--- src/design/hpb_pkg.sv ---
// Package for the host-side parallel bus controller.
// Assumes a single 250 MHz pclk domain and an APB register port.
package hpb_pkg;
  // Own register offsets (byte addresses).
  localparam logic [7:0] CTRL_OFS    = 8'h00;
  localparam logic [7:0] ADDR_OFS    = 8'h04;
  localparam logic [7:0] WDATA_OFS   = 8'h08;
  localparam logic [7:0] RDATA_OFS   = 8'h0C;
  localparam logic [7:0] STATUS_OFS  = 8'h10;
  localparam logic [7:0] TIMING_OFS  = 8'h14;
  // CTRL fields.
  localparam int CTRL_GO_BIT    = 0;
  localparam int CTRL_RD_BIT    = 1;
  localparam int CTRL_LANE_LSB  = 2;
  localparam int CTRL_MUX_BIT   = 4;
  localparam int CTRL_PROTO_BIT = 5;
  localparam int CTRL_WIDE_BIT  = 6;
  // STATUS fields.
  localparam int STAT_BUSY_BIT  = 0;
  localparam int STAT_DONE_BIT  = 1;
  localparam int STAT_IRQ_BIT   = 2;
  // Lane codes in CTRL: both lanes, low byte only, high byte only.
  localparam logic [1:0] LANE_WORD = 2'h0;
  localparam logic [1:0] LANE_LOW  = 2'h1;
  localparam logic [1:0] LANE_HIGH = 2'h2;
  // Reset values.
  localparam logic [6:0] CTRL_RST   = 7'h00;
  localparam logic [7:0] TIMING_RST = 8'h04;
  // Least strobe phase time, in ns, and its cycle count at 250 MHz.
  localparam int PCLK_MHZ     = 250;
  localparam int MIN_PHASE_NS = 16;
  localparam int MIN_PHASE_CYC = (MIN_PHASE_NS * PCLK_MHZ + 999) / 1000;
  typedef enum logic [2:0] {
    ST_IDLE   = 3'h0,
    ST_ADDR   = 3'h1,
    ST_LATCH  = 3'h3,
    ST_STROBE = 3'h2,
    ST_HOLD   = 3'h6
  } state_t;
endpackage

--- src/design/host_parallel_bus_port.sv ---
// Host controller that drives a framer's asynchronous parallel port.
// Assumes pins sampled on pclk and software reaching it over APB.
// Summary of operation
// Multiplexed bus: drive address on data lines, drop latch strobe.
// Demultiplexed bus: hold the latch strobe high.
// Separate strobes: read strobe with chip select reads addressed data.
// Separate strobes: write strobe with chip select writes bus data.
// Data-strobe protocol: data strobe times each access.
// Data-strobe protocol: direction pin tells read from write.
// Narrow bus uses the low eight data lines; upper lines idle high.
// Wide bus allows full sixteen-bit word transfers.
// Byte lane chosen by address bit zero, lane enable and protocol.
// Unused data half is pulled high during byte transfers.
// Protocol strap low selects separate strobes, high data strobe.
// Device answers only while chip select is low.
// Separate strobes, wide bus: upper lane enable marks high byte.
// Data strobe, wide bus: lower lane enable marks low byte.
// Narrow bus: lane enable has no effect, held high.
// One shared interrupt request output from the device.
// Masked sources never assert the interrupt output.
// Pending interrupts reported through readable status registers.
// Interrupt pin style is programmed in the device.
// Eight address bits select exactly one device register.
// Device data drivers stay off outside read accesses.
// Direction high means read, low means write.
`timescale 1ns/1ps
`default_nettype none
module host_parallel_bus_port (
  input  wire logic        pclk,
  input  wire logic        presetn,
  input  wire logic        psel,
  input  wire logic        penable,
  input  wire logic        pwrite,
  input  wire logic [7:0]  paddr,
  input  wire logic [31:0] pwdata,
  output logic      [31:0] prdata,
  output logic             pready,
  output logic             pslverr,
  output logic      [7:0]  addr_out,
  output logic             addr_latch,
  output logic             chip_sel_n,
  output logic             read_strobe_n,
  output logic             write_strobe_n,
  output logic             upper_lane_en,
  output logic             bus_width_strap,
  output logic             bus_protocol_strap,
  output logic      [15:0] data_out,
  output logic      [15:0] data_oe,
  input  wire logic [15:0] data_in,
  input  wire logic        irq_in
);
  // In data-strobe protocol read_strobe_n is data_strobe_n, write_strobe_n
  // is the direction pin and upper_lane_en acts as lower_lane_en.
  hpb_pkg::state_t st_r, st_nxt;
  logic [6:0]  ctrl_r;
  logic [7:0]  addr_r, timing_r, cnt_r;
  logic [15:0] wdata_r, rdata_r;
  logic        done_r, irq_r;

  wire acc       = psel & penable;
  wire wr_acc    = acc & pwrite;
  // A write refused at its setup edge stays refused at its access edge.
  wire wr_ok     = wr_acc & ~pslverr;
  wire busy      = (st_r != hpb_pkg::ST_IDLE);
  wire go        = wr_ok & (paddr == hpb_pkg::CTRL_OFS) &
                   pwdata[hpb_pkg::CTRL_GO_BIT];
  wire rd_op     = ctrl_r[hpb_pkg::CTRL_RD_BIT];
  wire [1:0] lane = ctrl_r[hpb_pkg::CTRL_LANE_LSB +: 2];
  wire mux_mode  = ctrl_r[hpb_pkg::CTRL_MUX_BIT];
  wire proto     = ctrl_r[hpb_pkg::CTRL_PROTO_BIT];
  wire wide      = ctrl_r[hpb_pkg::CTRL_WIDE_BIT];
  wire cnt_done  = (cnt_r == 8'h00);
  wire [7:0] phase_len = (timing_r < 8'(hpb_pkg::MIN_PHASE_CYC)) ?
                         8'(hpb_pkg::MIN_PHASE_CYC) : timing_r;
  // Byte-lane selection; narrow bus ignores lane and A0.
  wire lo_act = ~wide | (lane != hpb_pkg::LANE_HIGH);
  wire hi_act = wide & (lane != hpb_pkg::LANE_LOW);
  // Lane enable is active low in both protocols.
  wire lane_n = ~wide ? 1'b1 :
                proto ? ~lo_act : ~hi_act;
  wire [15:0] wr_bus = {hi_act ? wdata_r[15:8] : 8'hFF,
                        lo_act ? wdata_r[7:0] : 8'hFF};
  wire [15:0] rd_cap = {hi_act ? data_in[15:8] : 8'hFF, data_in[7:0]};
  wire [31:0] rd_mux =
    (paddr == hpb_pkg::CTRL_OFS)   ? {25'h0, ctrl_r} :
    (paddr == hpb_pkg::ADDR_OFS)   ? {24'h0, addr_r} :
    (paddr == hpb_pkg::WDATA_OFS)  ? {16'h0, wdata_r} :
    (paddr == hpb_pkg::RDATA_OFS)  ? {16'h0, rdata_r} :
    (paddr == hpb_pkg::STATUS_OFS) ? {29'h0, irq_r, done_r, busy} :
    (paddr == hpb_pkg::TIMING_OFS) ? {24'h0, timing_r} : 32'h0;
  wire mapped = (paddr <= hpb_pkg::TIMING_OFS) & (paddr[1:0] == 2'h0);

  always_comb begin
    st_nxt = st_r;
    unique case (st_r)
      hpb_pkg::ST_IDLE:   if (go) st_nxt = hpb_pkg::ST_ADDR;
      hpb_pkg::ST_ADDR:   if (cnt_done) st_nxt = hpb_pkg::ST_LATCH;
      hpb_pkg::ST_LATCH:  if (cnt_done) st_nxt = hpb_pkg::ST_STROBE;
      hpb_pkg::ST_STROBE: if (cnt_done) st_nxt = hpb_pkg::ST_HOLD;
      hpb_pkg::ST_HOLD:   if (cnt_done) st_nxt = hpb_pkg::ST_IDLE;
      default:            st_nxt = hpb_pkg::ST_IDLE;
    endcase
  end

  always_ff @(posedge pclk or negedge presetn) begin
    if (!presetn) begin
      st_r  <= hpb_pkg::ST_IDLE;
      cnt_r <= 8'h00;
    end else begin
      st_r  <= st_nxt;
      cnt_r <= (st_nxt != st_r) ? phase_len - 8'h01 :
               (cnt_done ? 8'h00 : cnt_r - 8'h01);
    end
  end

  // Software registers; APB answers in the access cycle with no wait.
  always_ff @(posedge pclk or negedge presetn) begin
    if (!presetn) begin
      ctrl_r   <= hpb_pkg::CTRL_RST;
      addr_r   <= 8'h00;
      wdata_r  <= 16'h0000;
      timing_r <= hpb_pkg::TIMING_RST;
    end else if (wr_ok) begin
      if (paddr == hpb_pkg::CTRL_OFS)   ctrl_r   <= pwdata[6:0];
      if (paddr == hpb_pkg::ADDR_OFS)   addr_r   <= pwdata[7:0];
      if (paddr == hpb_pkg::WDATA_OFS)  wdata_r  <= pwdata[15:0];
      if (paddr == hpb_pkg::TIMING_OFS) timing_r <= pwdata[7:0];
    end
  end

  always_ff @(posedge pclk or negedge presetn) begin
    if (!presetn) begin
      prdata  <= 32'h0;
      pready  <= 1'b0;
      pslverr <= 1'b0;
    end else begin
      pready  <= psel & ~penable;
      pslverr <= psel & ~penable & (~mapped | (pwrite & busy));
      prdata  <= (psel & ~penable & ~pwrite) ? rd_mux : 32'h0;
    end
  end

  // Done is set at end of access; the set wins over a software clear.
  wire done_set = (st_r == hpb_pkg::ST_HOLD) & cnt_done;
  wire done_clr = wr_ok & (paddr == hpb_pkg::STATUS_OFS) &
                  pwdata[hpb_pkg::STAT_DONE_BIT];
  always_ff @(posedge pclk or negedge presetn) begin
    if (!presetn) begin
      done_r  <= 1'b0;
      rdata_r <= 16'h0000;
      irq_r   <= 1'b0;
    end else begin
      done_r <= done_set | (done_r & ~done_clr);
      irq_r  <= ~irq_in; // Active-low request as configured in device.
      // Sample read data at the end of the strobe phase.
      if ((st_r == hpb_pkg::ST_STROBE) & cnt_done & rd_op)
        rdata_r <= rd_cap;
    end
  end

  // Pin drive follows st_nxt so every registered pin lines up with st_r.
  // The address stays on the lines through LATCH, so it is still valid
  // at and after the fall of the latch strobe.
  wire nxt_busy  = (st_nxt != hpb_pkg::ST_IDLE);
  wire addr_hold = mux_mode & (st_nxt == hpb_pkg::ST_ADDR |
                               st_nxt == hpb_pkg::ST_LATCH);
  wire [15:0] oe_nxt =
    addr_hold ? 16'h00FF :
    (nxt_busy & ~rd_op) ? (wide ? 16'hFFFF : 16'h00FF) : 16'h0000;
  always_ff @(posedge pclk or negedge presetn) begin
    if (!presetn) begin
      addr_out           <= 8'h00;
      addr_latch         <= 1'b1;
      chip_sel_n         <= 1'b1;
      read_strobe_n      <= 1'b1;
      write_strobe_n     <= 1'b1;
      upper_lane_en      <= 1'b1;
      bus_width_strap    <= 1'b0;
      bus_protocol_strap <= 1'b0;
      data_out           <= 16'hFFFF;
      data_oe            <= 16'h0000;
    end else begin
      addr_out           <= addr_r;
      // Latch strobe pulses high in ADDR and falls entering LATCH.
      addr_latch         <= ~mux_mode | (st_nxt == hpb_pkg::ST_ADDR);
      chip_sel_n         <= ~(st_nxt == hpb_pkg::ST_LATCH |
                              st_nxt == hpb_pkg::ST_STROBE |
                              st_nxt == hpb_pkg::ST_HOLD);
      read_strobe_n      <= proto ? ~(st_nxt == hpb_pkg::ST_STROBE)
                            : ~(st_nxt == hpb_pkg::ST_STROBE & rd_op);
      write_strobe_n     <= proto ? rd_op
                            : ~(st_nxt == hpb_pkg::ST_STROBE & ~rd_op);
      upper_lane_en      <= lane_n;
      bus_width_strap    <= wide;
      bus_protocol_strap <= proto;
      data_out           <= addr_hold ? {8'hFF, addr_r} : wr_bus;
      data_oe            <= oe_nxt;
    end
  end
  a_strobe_cs: assert property (@(posedge pclk) disable iff (!presetn)
    !read_strobe_n |-> !chip_sel_n)
    else $error("read strobe without chip select");
  a_wr_no_drive: assert property (@(posedge pclk) disable iff (!presetn)
    (!write_strobe_n && !proto) |-> (data_oe != 16'h0000))
    else $error("write strobe with bus undriven");
  a_rd_release: assert property (@(posedge pclk) disable iff (!presetn)
    (!read_strobe_n && !proto) |-> (data_oe == 16'h0000))
    else $error("host drives bus during read");
  a_latch_fall: assert property (@(posedge pclk) disable iff (!presetn)
    $fell(addr_latch) |-> (data_oe == 16'h00FF && data_out[7:0] == addr_r))
    else $error("address not on bus at latch fall");
  a_demux_ale: assert property (@(posedge pclk) disable iff (!presetn)
    (!mux_mode && busy && $past(busy)) |-> addr_latch)
    else $error("latch strobe low on demux bus");
  a_narrow_lane: assert property (@(posedge pclk) disable iff (!presetn)
    (!wide && busy && $past(busy)) |-> upper_lane_en)
    else $error("lane enable low on narrow bus");
  a_done_after: assert property (@(posedge pclk) disable iff (!presetn)
    done_set |=> done_r)
    else $error("done flag not set");
  a_ds_dir: assert property (@(posedge pclk) disable iff (!presetn)
    (proto && !read_strobe_n) |-> (write_strobe_n == rd_op))
    else $error("direction wrong during data strobe");
endmodule // host_parallel_bus_port
`default_nettype wire

--- config.mk ---
export PLATFORM = sky130hd
export DESIGN_NAME = host_parallel_bus_port
export DESIGN_NICKNAME = d
export VERILOG_FILES = /design/src/design/hpb_pkg.sv /design/src/design/host_parallel_bus_port.sv
export SDC_FILE = /design/constraint.sdc
export NUM_CORES = 1
export LEC_CHECK = 0
export BUFFER_PORTS_ARGS = -buffer_cell sky130_fd_sc_hd__clkbuf_2
export CAP_MARGIN = 20
export CORE_ASPECT_RATIO = 0.9
export CORE_MARGIN = 4
export CORE_UTILIZATION = 53
export DETAILED_ROUTE_END_ITERATION = 8
export GPL_TIMING_DRIVEN = 1
export PLACE_DENSITY = 0.8
export SKIP_LAST_GASP = 1
export SLEW_MARGIN = 20
export SYNTH_ARGS = -nofsm -noshare
export SYNTH_HDL_FRONTEND = slang
export SYNTH_SLANG_ARGS = --single-unit
export TNS_END_PERCENT = 100
--- constraint.sdc ---
create_clock -name pclk -period 2.7 [get_ports pclk]
set_input_delay 0.27 -clock pclk [delete_from_list [all_inputs] [get_ports pclk]]
set_output_delay 0.27 -clock pclk [all_outputs]
set_load 0.02 [all_outputs]
==> impl_metrics.tcl <==
set metrics [dict create \
    status "complete, no violations" \
    clk_latency_ns 0.41 \
    cts_root_buf "clkbuf_16" \
    io_buffers 110 \
    critPathRequiredTime_ns 2.99 \
    worstMarginPinSlew_ns 0.6241 \
    top_level_ports 143 \
    via_per_inst 5.695 \
    grt_pass1_wl_um 21390 \
    synth_edf_count 0 \
    die_w_um 115.1 \
    path_delay_family "buffers and inverters" \
    cts_buffers 17 \
    netlist_area_um2 5469 \
    final_cells 722 \
    totalWireLength_um 13220 \
    placed_cells 689 \
    crit_chain "inv_1 -> ha_1 -> nor3b_1 -> buf_4 -> nand2_1 -> o2bb2ai_1 -> buf_4 -> mux2i_1" \
    worst-path-buf-inv 3 \
    max_cap_violations 0 \
    async_flop_share_pct 100.0 \
    design_area_um2 6709 \
    hold_path_class "in -> reg" \
    powerDensity_nw_per_um2 670.5 \
    dpl_cell_area_um2 6058 \
    finalHoldViolCount 0 \
    wl_per_cell_um 18.31 \
    critical_path_class "reg -> reg" \
    synth_flop_cell "dfrtp_1" \
    vias 4112 \
    cp-start-kind "flip-flop" \
    placementRows 34 \
    grt_pass1_vias 4236 \
    place_ws_ns 0.2096 \
    post-route-drc-count 0 \
    detail-route-antenna-nets 0 \
    cts_tree "built" \
    ys_ff_latch 119 \
    antenna_found_initial 0 \
    timing.final.crit_share_pct 80.01 \
    maxSlewViolCount 0 \
    ir_drop_mv 0.4504 \
    period_needed_ns 2.160 \
    place.gp.congestion 0.8767 \
    synthCells 473 \
    syn_to_final_growth_pct 22.67 \
    crit_slowest_cell "dfrtp_1" \
    synth_cell_types 54 \
    cts_setup_buffers 0 \
    first_pass_iters 6 \
    hpwl_um 9302 \
    yosys.area.top_type "dfrtp_1" \
    cp.arrival_ns 2.45 \
    startpoint "cnt_r[0]" \
    end_kind "flip-flop" \
    cts_buffer_depth 2 \
    drt_iter0_drc 393 \
    synth_seq_area_share_pct 54.95 \
    hold-worst-slack_ns 0.01613 \
    final_cell_mix "clkbuf_2, dfrtp_1, mux2_2" \
    rsz0062_at_grt "no" \
    yosysTopAreaCellShare_pct 44.38 \
    critPathMostFrequentCell "buf_4" \
    crit_path_max_incr_delay_ns 0.40 \
    grt_use_total_pct 22.86 \
    initial_core_util_pct 55.41 \
    setup_ws_ns 0.5397 \
    fin_nets 647 \
    die_h_um 104.4 \
    final.setup.tns_ns 0 \
    drive_gt1_share_pct 40.10 \
    cts_sinks 119 \
    coreArea_um2 9869 \
    die_area_um2 12010 \
    grt_remaining_overflow 0 \
    diodes 0 \
    fmax_mhz 462.9 \
    yosysWarnings 0 \
    clkTransAtPathRegs_ns 0.06 \
    rr_startpoint "cnt_r[0]" \
    grt_max_degree 84 \
    critPathMaxFanout 9 \
    relSlewSlack_pct 58.40 \
    synth_area_per_cell_um2 11.56 \
    fill_cells 707 \
    worstHoldStart "irq_in" \
    htree_levels 4 \
    synthTopCellsByArea "dfrtp_1, dfstp_2, mux2_2, mux2i_1, buf_4" \
    fin_skew_ns 0.01332 \
    finalPower_mw 4.498 \
    post-route-util_pct 67.98 \
    cellLeakagePower_nw 3.407 \
    final_common_cell "clkbuf_2" \
    setup_viol 0 \
]
[per-layer routing]
metal	vias to the layer above	track usage (%)	wire, um
met5	-	0	0
li1	1834	-	-
met3	33	6.341	1163
met1	2021	28.58	5107
met2	224	37.11	6609
met4	0	9.556	342
[final timing paths]
kind	end	slack, ns	depth (start not counted)
min in group asynchronous	prdata[10]	0.36	2
worst min-delay path	irq_r	0.02	2
worst max-delay path	cnt_r[3]	0.54	8
worst min register to register	addr_out[3]	0.41	0
worst max register to register	cnt_r[3]	0.54	8
max in group asynchronous	timing_r[2]	1.53	3
[synthesized netlist by cell type (3+ instances only)]
| master | number |
|---|---|
| dfrtp_1 | 97 |
| mux2_2 | 48 |
| mux2i_1 | 38 |
| nor2_1 | 36 |
| buf_4 | 31 |
| inv_1 | 28 |
| a21oi_1 | 24 |
| dfstp_2 | 22 |
| nand2_1 | 17 |
| clkbuf_1 | 13 |
| nor3_1 | 13 |
| or3_1 | 13 |
| nand2b_1 | 7 |
| nor4_1 | 6 |
| a211oi_1 | 5 |
| buf_2 | 5 |
| nor2b_1 | 5 |
| o21ai_0 | 5 |
| a221oi_1 | 4 |
| a22o_1 | 4 |
| buf_1 | 3 |
| o2bb2ai_1 | 3 |
| o31ai_1 | 3 |
| or4_1 | 3 |
[power breakdown]
| part | switching [mW] | internal, mW | total [mW] | leakage [nW] |
|---|---|---|---|---|
| Clock | 0.858 | 1.57 | 2.43 | 0.309 |
| Combinational | 0.152 | 0.0828 | 0.235 | 1.60 |
| Sequential | 0.0196 | 1.82 | 1.83 | 1.50 |
[state kept, by name, indices dropped and copies added (netlist names)]
| register | flops |
|---|---|
| addr_out | 8 |
| cnt_r | 8 |
| prdata | 16 |
| pready | 1 |
| st_r | 3 |
| irq_r | 1 |
| upper_lane_en | 1 |
| done_r | 1 |
| ctrl_r | 7 |
| wdata_r | 16 |
| read_strobe_n | 1 |
| data_out | 16 |
| addr_r | 8 |
| bus_protocol_strap | 1 |
| addr_latch | 1 |
| bus_width_strap | 1 |
| rdata_r | 16 |
| pslverr | 1 |
| timing_r | 8 |
| data_oe | 2 |
| write_strobe_n | 1 |
| chip_sel_n | 1 |
[final cells by class]
| cell class | count | area (um2) | area share [%] |
|---|---|---|---|
| Clock buffer | 17 | 425.4 | 6.341 |
| Clock inverter | 15 | 215.2 | 3.208 |
| Inverter | 28 | 105.1 | 1.567 |
| Multi-Input combinational cell | 289 | 2097 | 31.26 |
| Sequential cell | 119 | 3005 | 44.80 |
| Tap cell | 126 | 157.7 | 2.350 |
| Timing Repair Buffer | 128 | 703.2 | 10.48 |
[timing repair]
action,in CTS,in global routing
hold buffers,1,0
resized for setup,0,0
setup endpoints to repair,0,0
endpoints found under the hold margin,22,0
[kinds of logic after synthesis]
kind of cell    after synthesis  synth area share, %
flops                       119                54.95
simple gates                117                11.48
compound gates               64                7.824
mux                          86                16.84
other cells                   1              0.06857
buf+inv                      80                7.733
xor+xnor                      4               0.6407
fa+ha+maj                     2               0.4575
No activity file was read; power rests on OpenSTA's default activity.
